**src/core/cdt_pkg.sv**
```systemverilog
package cdt_pkg;
  // CSR addresses
  localparam logic [11:0] CDT_ADDR_DCS = 12'h7b0;
  localparam logic [11:0] CDT_ADDR_RPC = 12'h7b1;
  localparam logic [11:0] CDT_ADDR_DS0 = 12'h7b2;
  localparam logic [11:0] CDT_ADDR_DS1 = 12'h7b3;
  localparam logic [11:0] CDT_ADDR_TSEL = 12'h7a0;
  localparam logic [11:0] CDT_ADDR_TD1 = 12'h7a1;
  localparam logic [11:0] CDT_ADDR_TD2 = 12'h7a2;
  localparam logic [11:0] CDT_ADDR_TCTL = 12'h7a5;
  // debug_control_status fields
  localparam logic [3:0] CDT_DEBUG_VER = 4'h4;
  localparam int CDT_VER_LSB = 28;
  localparam int CDT_EBM_BIT = 15;
  localparam int CDT_EBU_BIT = 12;
  localparam int CDT_CAUSE_LSB = 6;
  localparam int CDT_STEP_BIT = 2;
  localparam logic [2:0] CDT_CAUSE_EBREAK = 3'h1;
  localparam logic [2:0] CDT_CAUSE_TRIG = 3'h2;
  localparam logic [2:0] CDT_CAUSE_HALT = 3'h3;
  localparam logic [2:0] CDT_CAUSE_STEP = 3'h4;
  localparam logic [1:0] CDT_PRV_M = 2'h3;
  localparam logic [1:0] CDT_PRV_U = 2'h0;
  // trigger_data_one fields
  localparam logic [3:0] CDT_TRIG_TYPE = 4'h2;
  localparam int CDT_TYPE_LSB = 28;
  localparam int CDT_DMODE_BIT = 27;
  localparam int CDT_HIT_BIT = 20;
  localparam int CDT_ACTION_LSB = 12;
  localparam int CDT_MATCH_LSB = 7;
  localparam int CDT_M_BIT = 6;
  localparam int CDT_U_BIT = 3;
  localparam int CDT_EXEC_BIT = 2;
  localparam int CDT_STORE_BIT = 1;
  localparam int CDT_LOAD_BIT = 0;
  localparam logic [3:0] CDT_MATCH_REGION = 4'h1;
  localparam logic [3:0] CDT_EXC_CAUSE_BRK = 4'h3;
  localparam int CDT_TCTL_MTE_BIT = 3;
  localparam int CDT_TCTL_MPTE_BIT = 7;

  typedef struct packed {
    logic        we;
    logic        re;
    logic [11:0] addr;
    logic [31:0] wdata;
  } cdt_csr_req_s;

  typedef struct packed {
    logic        valid;
    logic [31:0] pc;
    logic [31:0] ls_addr;
    logic        is_load;
    logic        is_store;
  } cdt_pipe_s;
endpackage : cdt_pkg

```
**src/core/cdt_debug_csrs.sv**
```systemverilog
`timescale 1ns/1ns
// Notes on behaviour
// - version field reads fixed external-debug value
// - machine ebreak enters debug when enabled
// - user ebreak enters debug when enabled
// - counter and timer stop read zero
// - cause recorded by highest priority
// - step runs one instruction then halts
// - stepped exception halts before handler runs
// - privilege saved on entry, restored on exit
// - resume PC saved on entry, used on exit
// - select maps data CSRs onto unit
// - oversized select clips to last unit
// - data one top bits read match type
// - action bit writable only from debug
// - hit flag sticky until cleared
// - units compare addresses only
// - trailing ones encode aligned region size
// - shared enable gates exception triggers
// - debug trigger halts, cause two, hit
// - exception trigger: cause three, enable push
// - debug action wins over exception
// - trigger halt reported to debug module
// - trap return restores enable from previous
module cdt_debug_csrs
  import cdt_pkg::*;
#(
  parameter int NUM_TRIG = 2
)(
  // Clock and reset
  input wire logic i_sys_clk,
  input wire logic i_rst_n,
  // CSR access
  input wire cdt_csr_req_s i_csr,
  output logic [31:0] o_csr_rdata,
  // Core state and events
  input wire cdt_pipe_s i_pipe,
  input wire logic [1:0] i_priv,
  input wire logic i_debug_mode,
  input wire logic i_ebreak,
  input wire logic i_halt_req,
  input wire logic i_retire,
  input wire logic i_exception,
  input wire logic i_mtrap,
  input wire logic i_mret,
  input wire logic i_dret,
  // Debug and trap requests
  output logic o_enter_debug,
  output logic o_halted,
  output logic o_trig_exc,
  output logic [31:0] o_trig_epc,
  output logic [3:0] o_trig_cause,
  output logic o_ebreak_exc,
  output logic [31:0] o_resume_pc,
  output logic [1:0] o_resume_priv
);
  localparam int IW = (NUM_TRIG > 1) ? $clog2(NUM_TRIG) : 1;
  localparam logic [IW-1:0] LAST_IDX = IW'(NUM_TRIG - 1);

  // Unit index field only reaches eight units
  if (NUM_TRIG < 1 || NUM_TRIG > 8) begin : g_bad_count
    $error("NUM_TRIG must be 1 to 8");
  end

  logic ebm_reg, ebu_reg, step_reg;
  logic [2:0] cause_reg;
  logic [1:0] prv_reg;
  logic [31:0] rpc_reg, ds0_reg, ds1_reg;
  logic [IW-1:0] tsel_reg;
  logic mte_reg, mpte_reg;
  logic [NUM_TRIG-1:0] dmode_reg, act_reg, hit_reg, mm_reg, mu_reg;
  logic [NUM_TRIG-1:0] ex_reg, st_reg, ld_reg;
  logic [3:0] match_reg [NUM_TRIG];
  logic [31:0] taddr_reg [NUM_TRIG];
  logic stepping_reg;
  logic enter_reg, halted_reg, texc_reg, ebexc_reg;
  logic [31:0] tepc_reg, rdata_reg;

  logic [NUM_TRIG-1:0] fire, fire_dbg, fire_exc;
  logic [31:0] td1_sel;
  logic [31:0] td1_word [NUM_TRIG];
  logic [31:0] dcs_val;
  logic [31:0] rdata_next;
  logic w_dcs, w_rpc, w_ds0, w_ds1, w_tsel, w_td1, w_td2, w_tctl;
  logic td_wr_ok;
  logic any_dbg, any_exc, ebreak_dbg, step_done, enter_now;
  logic [2:0] cause_next;
  logic priv_m;

  function automatic logic [31:0] td1_pack(input int i);
    logic [31:0] v;
    v = 32'h0;
    v[CDT_TYPE_LSB +: 4] = CDT_TRIG_TYPE;
    v[CDT_DMODE_BIT] = dmode_reg[i];
    v[CDT_HIT_BIT] = hit_reg[i];
    v[CDT_ACTION_LSB] = act_reg[i];
    v[CDT_MATCH_LSB +: 4] = match_reg[i];
    v[CDT_M_BIT] = mm_reg[i];
    v[CDT_U_BIT] = mu_reg[i];
    v[CDT_EXEC_BIT] = ex_reg[i];
    v[CDT_STORE_BIT] = st_reg[i];
    v[CDT_LOAD_BIT] = ld_reg[i];
    return v;
  endfunction : td1_pack

  assign priv_m = (i_priv == CDT_PRV_M);

  // Packed in a process so a change to any field re-evaluates the word
  always_comb begin
    for (int i = 0; i < NUM_TRIG; i++) begin
      td1_word[i] = td1_pack(i);
    end
  end

  generate
    for (genvar g = 0; g < NUM_TRIG; g++) begin : g_unit
      cdt_trig_unit u_unit (
        .i_ctrl(td1_word[g]),
        .i_addr(taddr_reg[g]),
        .i_priv_m(priv_m),
        .i_pipe(i_pipe),
        .o_match(fire[g])
      );
      assign fire_dbg[g] = fire[g] && act_reg[g] && !i_debug_mode;
      assign fire_exc[g] = fire[g] && !act_reg[g] && mte_reg && !i_debug_mode;
    end
  endgenerate

  // Address decode
  assign w_dcs = i_csr.we && (i_csr.addr == CDT_ADDR_DCS);
  assign w_rpc = i_csr.we && (i_csr.addr == CDT_ADDR_RPC);
  assign w_ds0 = i_csr.we && (i_csr.addr == CDT_ADDR_DS0);
  assign w_ds1 = i_csr.we && (i_csr.addr == CDT_ADDR_DS1);
  assign w_tsel = i_csr.we && (i_csr.addr == CDT_ADDR_TSEL);
  assign w_td1 = i_csr.we && (i_csr.addr == CDT_ADDR_TD1);
  assign w_td2 = i_csr.we && (i_csr.addr == CDT_ADDR_TD2);
  assign w_tctl = i_csr.we && (i_csr.addr == CDT_ADDR_TCTL);
  assign td_wr_ok = i_debug_mode || !dmode_reg[tsel_reg];
  assign td1_sel = td1_word[tsel_reg];

  assign dcs_val = {CDT_DEBUG_VER, 12'h0, ebm_reg, 2'h0, ebu_reg, 3'h0,
    cause_reg, 3'h0, step_reg, prv_reg};

  assign rdata_next =
    (i_csr.addr == CDT_ADDR_DCS) ? dcs_val :
    (i_csr.addr == CDT_ADDR_RPC) ? rpc_reg :
    (i_csr.addr == CDT_ADDR_DS0) ? ds0_reg :
    (i_csr.addr == CDT_ADDR_DS1) ? ds1_reg :
    (i_csr.addr == CDT_ADDR_TSEL) ? 32'(tsel_reg) :
    (i_csr.addr == CDT_ADDR_TD1) ? td1_sel :
    (i_csr.addr == CDT_ADDR_TD2) ? taddr_reg[tsel_reg] :
    (i_csr.addr == CDT_ADDR_TCTL) ? (32'(mpte_reg) << CDT_TCTL_MPTE_BIT)
      | (32'(mte_reg) << CDT_TCTL_MTE_BIT) : 32'h0;

  // Entry causes and priority
  assign any_dbg = |fire_dbg;
  assign any_exc = |fire_exc && !any_dbg;
  assign ebreak_dbg = i_ebreak && !i_debug_mode
    && ((priv_m && ebm_reg) || (!priv_m && ebu_reg));
  // Exception also ends the step, before handler
  assign step_done = stepping_reg && (i_retire || i_exception);
  assign enter_now = !i_debug_mode && (any_dbg || ebreak_dbg || i_halt_req || step_done);
  assign cause_next = any_dbg ? CDT_CAUSE_TRIG : ebreak_dbg ? CDT_CAUSE_EBREAK :
    i_halt_req ? CDT_CAUSE_HALT : CDT_CAUSE_STEP;

  always_ff @(posedge i_sys_clk or negedge i_rst_n) begin
    if (!i_rst_n) begin
      ebm_reg <= 1'b0;
      ebu_reg <= 1'b0;
      step_reg <= 1'b0;
      cause_reg <= 3'h0;
      prv_reg <= CDT_PRV_M;
      rpc_reg <= 32'h0;
      ds0_reg <= 32'h0;
      ds1_reg <= 32'h0;
      stepping_reg <= 1'b0;
    end else begin
      if (w_dcs) begin
        ebm_reg <= i_csr.wdata[CDT_EBM_BIT];
        ebu_reg <= i_csr.wdata[CDT_EBU_BIT];
        step_reg <= i_csr.wdata[CDT_STEP_BIT];
        if (i_csr.wdata[1:0] == CDT_PRV_M || i_csr.wdata[1:0] == CDT_PRV_U) begin
          prv_reg <= i_csr.wdata[1:0];
        end
      end
      if (w_rpc) rpc_reg <= i_csr.wdata;
      if (w_ds0) ds0_reg <= i_csr.wdata;
      if (w_ds1) ds1_reg <= i_csr.wdata;
      // Entry wins over a same-cycle CSR write
      if (enter_now) begin
        cause_reg <= cause_next;
        prv_reg <= priv_m ? CDT_PRV_M : CDT_PRV_U;
        rpc_reg <= i_pipe.pc;
      end
      if (i_dret) stepping_reg <= step_reg;
      else if (enter_now) stepping_reg <= 1'b0;
    end
  end

  always_ff @(posedge i_sys_clk or negedge i_rst_n) begin
    if (!i_rst_n) begin
      tsel_reg <= '0;
      mte_reg <= 1'b0;
      mpte_reg <= 1'b0;
    end else begin
      if (w_tsel) begin
        tsel_reg <= (i_csr.wdata > 32'(LAST_IDX)) ? LAST_IDX : i_csr.wdata[IW-1:0];
      end
      if (any_exc || i_mtrap) begin
        mpte_reg <= mte_reg;
        mte_reg <= 1'b0;
      end else if (i_mret) begin
        mte_reg <= mpte_reg;
        mpte_reg <= 1'b0;
      end else if (w_tctl) begin
        mte_reg <= i_csr.wdata[CDT_TCTL_MTE_BIT];
        mpte_reg <= i_csr.wdata[CDT_TCTL_MPTE_BIT];
      end
    end
  end

  always_ff @(posedge i_sys_clk or negedge i_rst_n) begin
    if (!i_rst_n) begin
      dmode_reg <= '0;
      act_reg <= '0;
      hit_reg <= '0;
      mm_reg <= '0;
      mu_reg <= '0;
      ex_reg <= '0;
      st_reg <= '0;
      ld_reg <= '0;
      for (int i = 0; i < NUM_TRIG; i++) begin
        match_reg[i] <= 4'h0;
        taddr_reg[i] <= 32'h0;
      end
    end else begin
      for (int i = 0; i < NUM_TRIG; i++) begin
        if (w_td1 && td_wr_ok && tsel_reg == IW'(i)) begin
          if (i_debug_mode) begin
            dmode_reg[i] <= i_csr.wdata[CDT_DMODE_BIT];
            act_reg[i] <= i_csr.wdata[CDT_ACTION_LSB];
          end
          hit_reg[i] <= i_csr.wdata[CDT_HIT_BIT];
          match_reg[i] <= i_csr.wdata[CDT_MATCH_LSB +: 4];
          mm_reg[i] <= i_csr.wdata[CDT_M_BIT];
          mu_reg[i] <= i_csr.wdata[CDT_U_BIT];
          ex_reg[i] <= i_csr.wdata[CDT_EXEC_BIT];
          st_reg[i] <= i_csr.wdata[CDT_STORE_BIT];
          ld_reg[i] <= i_csr.wdata[CDT_LOAD_BIT];
        end
        if (w_td2 && td_wr_ok && tsel_reg == IW'(i)) taddr_reg[i] <= i_csr.wdata;
        // Set beats clear in the same cycle
        if (fire_dbg[i] || (fire_exc[i] && !any_dbg)) hit_reg[i] <= 1'b1;
      end
    end
  end

  always_ff @(posedge i_sys_clk or negedge i_rst_n) begin
    if (!i_rst_n) begin
      enter_reg <= 1'b0;
      halted_reg <= 1'b0;
      texc_reg <= 1'b0;
      ebexc_reg <= 1'b0;
      tepc_reg <= 32'h0;
      rdata_reg <= 32'h0;
    end else begin
      enter_reg <= enter_now;
      halted_reg <= enter_now || (i_debug_mode && !i_dret);
      texc_reg <= any_exc;
      ebexc_reg <= i_ebreak && !ebreak_dbg && !i_debug_mode;
      if (any_exc) tepc_reg <= i_pipe.pc;
      rdata_reg <= i_csr.re ? rdata_next : 32'h0;
    end
  end

  assign o_enter_debug = enter_reg;
  assign o_halted = halted_reg;
  assign o_trig_exc = texc_reg;
  assign o_trig_epc = tepc_reg;
  assign o_trig_cause = CDT_EXC_CAUSE_BRK;
  assign o_ebreak_exc = ebexc_reg;
  assign o_resume_pc = rpc_reg;
  assign o_resume_priv = prv_reg;
  assign o_csr_rdata = rdata_reg;

  hit_sticky_a: assert property (@(posedge i_sys_clk) disable iff (!i_rst_n)
    (hit_reg[0] && !(w_td1 && tsel_reg == '0)) |=> hit_reg[0])
    else $error("hit flag dropped without write");
  dbg_prio_a: assert property (@(posedge i_sys_clk) disable iff (!i_rst_n)
    (any_dbg) |=> (o_enter_debug && !o_trig_exc && cause_reg == CDT_CAUSE_TRIG))
    else $error("debug trigger did not win");
  tsel_clip_a: assert property (@(posedge i_sys_clk) disable iff (!i_rst_n)
    (w_tsel && i_csr.wdata > 32'(LAST_IDX)) |=> tsel_reg == LAST_IDX)
    else $error("select not clipped");
  mte_push_a: assert property (@(posedge i_sys_clk) disable iff (!i_rst_n)
    (any_exc) |=> (!mte_reg && mpte_reg && o_trig_exc))
    else $error("enable push wrong");
  mret_pop_a: assert property (@(posedge i_sys_clk) disable iff (!i_rst_n)
    (i_mret && !any_exc && !i_mtrap) |=> (mte_reg == $past(mpte_reg) && !mpte_reg))
    else $error("enable pop wrong");
  rpc_load_a: assert property (@(posedge i_sys_clk) disable iff (!i_rst_n)
    (enter_now) |=> (rpc_reg == $past(i_pipe.pc)))
    else $error("resume pc not loaded");
  step_halt_a: assert property (@(posedge i_sys_clk) disable iff (!i_rst_n)
    (stepping_reg && i_retire && !i_debug_mode) |=> o_enter_debug)
    else $error("step did not halt");
  ebreak_m_a: assert property (@(posedge i_sys_clk) disable iff (!i_rst_n)
    (i_ebreak && priv_m && ebm_reg && !i_debug_mode && !any_dbg) |=>
      (o_enter_debug && !o_ebreak_exc && cause_reg == CDT_CAUSE_EBREAK))
    else $error("machine ebreak not to debug");
  ver_fixed_a: assert property (@(posedge i_sys_clk) disable iff (!i_rst_n)
    (i_csr.re && i_csr.addr == CDT_ADDR_DCS) |=>
      (o_csr_rdata[31:28] == CDT_DEBUG_VER && o_csr_rdata[10:9] == 2'h0))
    else $error("version or stop bits wrong");
endmodule : cdt_debug_csrs

```
**src/core/cdt_trig_unit.sv**
```systemverilog
`timescale 1ns/1ns
module cdt_trig_unit
  import cdt_pkg::*;
(
  // Configuration
  input wire logic [31:0] i_ctrl,
  input wire logic [31:0] i_addr,
  input wire logic i_priv_m,
  // Pipeline
  input wire cdt_pipe_s i_pipe,
  // Match
  output logic o_match
);
  logic [31:0] mask;
  logic region;
  logic exec_hit;
  logic ls_hit;
  logic priv_ok;

  // Trailing ones mark the don't-care low bits plus one more
  function automatic logic [31:0] region_mask(input logic [31:0] a);
    logic [31:0] m;
    m = ~(a ^ (a + 32'h1));
    return m;
  endfunction : region_mask

  assign region = (i_ctrl[CDT_MATCH_LSB +: 4] == CDT_MATCH_REGION);
  assign mask = region ? region_mask(i_addr) : 32'hffffffff;
  assign priv_ok = i_priv_m ? i_ctrl[CDT_M_BIT] : i_ctrl[CDT_U_BIT];
  assign exec_hit = i_ctrl[CDT_EXEC_BIT] && ((i_pipe.pc & mask) == (i_addr & mask));
  assign ls_hit = ((i_ctrl[CDT_LOAD_BIT] && i_pipe.is_load)
    || (i_ctrl[CDT_STORE_BIT] && i_pipe.is_store))
    && ((i_pipe.ls_addr & mask) == (i_addr & mask));
  assign o_match = i_pipe.valid && priv_ok && (exec_hit || ls_hit);
endmodule : cdt_trig_unit

```
**config.mk**
```make
export PLATFORM = sky130hd
export DESIGN_NAME = cdt_debug_csrs
export DESIGN_NICKNAME = d
export VERILOG_FILES = /design/src/core/cdt_pkg.sv /design/src/core/cdt_debug_csrs.sv /design/src/core/cdt_trig_unit.sv
export SDC_FILE = /design/constraint.sdc
export NUM_CORES = 1
export LEC_CHECK = 0
export BUFFER_PORTS_ARGS = -buffer_cell sky130_fd_sc_hd__buf_4
export CORE_MARGIN = 2
export CORE_UTILIZATION = 60
export DETAILED_ROUTE_END_ITERATION = 10
export GPL_ROUTABILITY_DRIVEN = 1
export PLACE_DENSITY = 0.83
export SLEW_MARGIN = 25
export SYNTH_ARGS = -nofsm -noshare
export SYNTH_HDL_FRONTEND = slang
export SYNTH_SLANG_ARGS = --single-unit
export TNS_END_PERCENT = 5
```
**constraint.sdc**
```tcl
create_clock -name i_sys_clk -period 5.5 [get_ports i_sys_clk]
set_input_delay 0 -clock i_sys_clk [delete_from_list [all_inputs] [get_ports i_sys_clk]]
set_output_delay 0 -clock i_sys_clk [all_outputs]
set_load 0.01 [all_outputs]
```
==> results.ini <==
[critical_path]
regToRegEndpoint=o_resume_pc[7]$_DFFE_PN0P_
startpoint_type=register
max_stage_delay_ns=0.91
cp.required_ns=5.97
cp_num_buf_inv=2
path_max_fanout=36
r2r_cells=11
rrSetupSlack_ns=0.28
crit_arrival_ns=5.70
cp_cell_sequence=or4b_1, nor4_2, a21oi_1, or4_1, nor4_1, nand4_1, a21boi_2, o31a_2, buf_12, mux2_2, dlygate4sd3_1
r2r-start=match_reg[3]$_DFFE_PN0P_
critical_path_class=register to register
crit_family=simple AND/OR/NAND/NOR gates
critPathCaptureType=register
slowest_stage=or4b_1

[floorplan]
initial_core_util_pct=60.62
dieHeight_microns=165.8
coreArea_sq_um=25910
chipWidth_microns=165.8
core.rowCount=59
dieArea_sq_um=27490
ios=231

[placed_design]
place_congestion=1.003
postPlaceCellArea_sq_um=17600
place_ws_ns=0.8823
dp_hpwl_microns=45100
portBuffers=226
place_inst=1985

[hold_path]
hp-class=input port to asynchronous set/reset pin

[timing]
tns_ns=0
rsz0062_at_grt=false
fin_crit_sh_pct=94.99
skew_ns=0.05835
slew_headroom_pct=23.44
tightestPinTransition_ns=1.138
slew_violations=0
fmax_mhz=191.4
period_needed_ns=5.224
whs_ns=0.1116
final_hold_viol_count=0
setup_violations=0
worst_slack_ns=0.2757

[cells_and_area]
area_growth_pct=23.59
final_nets=1897
num-fill-cells=1543
multi_input_area_sq_um=8577
ff_latch_area_sq_um=6610
stdcell_area_sq_um=19410
instances_no_fill=2124
largest_reg_flops=64
drive_above_1_share_pct=32.25

[detailed_routing]
drc=0
drt-total-wl_microns=70540
drt_iter0_markers=2532
viasPerCell=7.456
drt_first_pass_iters=8
ant_nets=0
routedWlPerCell_microns=33.21
dr_total_vias=15840

[logic_synthesis]
synth.cells.most_frequent=dfrtp_1, mux2_2, nand2_1
synth.distinct_cells=85
synth_top_area_share_pct=41.74
synth-seq-cells=264
synthArstFlopShare_pct=100.0
synth_edf_count=0
ys_seq_area_share_pct=42.08
syn_area_per_cell_sq_um=10.42
syn_inst=1507
ys.flop_type=dfrtp_1
ys_top_cells_by_area=dfrtp_1, mux2_2, xnor2_1
synth_warnings=0
yosysTopAreaCell=dfrtp_1
synth_area_sq_um=15710
synth.most_common_cell=dfrtp_1

[cts]
clk_latency_ns=0.60
cts_setup_buffers=0
cts_tree=done
cts_max_level=1
clockBufferDepth=3
cts_root_buf=clkbuf_16
clkSlewWorstSetupHoldPaths_ns=0.07
clkSinkCount=264
cts_buffers=28

[run_status]
status=finished, final reports clean

[grt]
antenna_found_initial=4
grt_pass1_vias=16070
grt_pass1_wl_microns=102700
grt_overflow=0
grt_max_degree=153
grtUsageTotal_pct=49.49

[job]
cap_violations=0

[power]
leakagePower_uw=0.008926
p_per_area_nw_per_um2=236.2
ir_drop_uv=340.1

==> through the flow <==
stage	power [uW]	utilization (%)
after floorplan	2260	-
after global placement	2562	67.91
after detailed placement	2575	67.92
after CTS	4496	74.83
after global routing	4657	74.90
final	4585	74.91
==> layout make-up <==
type | count | area share [%]
antenna | 3 | 0.03867
clock buffer | 41 | 4.222
clock inverter | 8 | 0.5157
inverter | 22 | 0.4254
multi-input combinational | 1112 | 44.19
sequential | 264 | 34.05
tap | 335 | 2.159
timing repair buffer | 339 | 14.40
==> power breakdown <==
group / switching (uW) / total (uW) / internal (uW)
registers: 48.6 / 2030 / 1990
logic: 346 / 613 / 267
clock network: 856 / 1940 / 1080
==> metal layers <==
layer / vias up / GRT usage (%) / wire length [microns]
met1: 7571 / 60.44 / 23590
met3: 515 / 16.52 / 10390
li1: 6113 / - / -
met5: - / 0 / 13
met4: 2 / 30.59 / 5958
met2: 1635 / 76.13 / 30580
==> placed cells by master, fill, tap and decap left out, types with 13 or more instances in the layout <==
master,synthesis,layout
and3_1,15,15
a21oi_1,88,88
nand2b_1,15,15
o22ai_1,16,16
nand2_1,108,107
and4_1,14,14
mux2_2,219,219
xor2_1,42,42
a31oi_1,19,19
nor2_1,69,66
dlygate4sd3_1,0,87
o21ai_0,51,51
nor3_1,19,19
mux2_4,30,30
nor4_1,36,34
buf_4,10,249
nand3_1,28,28
dfrtp_1,262,261
clkbuf_16,0,28
xnor2_1,72,72
mux2i_1,36,36
a222oi_1,19,19
or4_1,13,13
a221oi_1,13,13
nand4_1,36,36
inv_1,21,21
==> how the worst max path moves through the flow <==
stage,start,to,slack (ns),depth (start not counted)
global route,match_reg[3]$_DFFE_PN0P_,o_resume_pc[7]$_DFFE_PN0P_,0.12,11
global placement,match_reg[1]$_DFFE_PN0P_,o_trig_epc[0]$_DFFE_PN0P_,0.97,10
CTS,match_reg[3]$_DFFE_PN0P_,o_resume_pc[6]$_DFFE_PN0P_,0.37,11
floorplan,taddr_reg[0]$_DFFE_PN0P_,o_resume_pc[27]$_DFFE_PN0P_,1.87,12
finish,match_reg[3]$_DFFE_PN0P_,o_resume_pc[7]$_DFFE_PN0P_,0.28,11
detailed placement,match_reg[1]$_DFFE_PN0P_,o_trig_epc[31]$_DFFE_PN0P_,0.88,10
==> cell families (layout without fill, tap and decap cells) <==
group | count (synthesis) | in the layout | share of synthesized area, %
AOI/OAI and AO/OA | 291 | 291 | 12.38
muxes | 285 | 285 | 20.86
other | 2 | 7 | 0.04782
xor gates and xnor gates | 114 | 114 | 6.357
buffers and inverters | 133 | 410 | 3.649
adders and majority gates | 5 | 5 | 0.3983
DFF | 264 | 264 | 42.08
and+or+nand+nor | 413 | 413 | 14.23
==> timing repair <==
item	4_1_cts	5_1_grt
hold buffers	87	0
endpoints found under the setup margin	0	3
hold endpoints to repair	357	0
resized for setup	0	1
No activity file was read; power rests on OpenSTA's default activity.
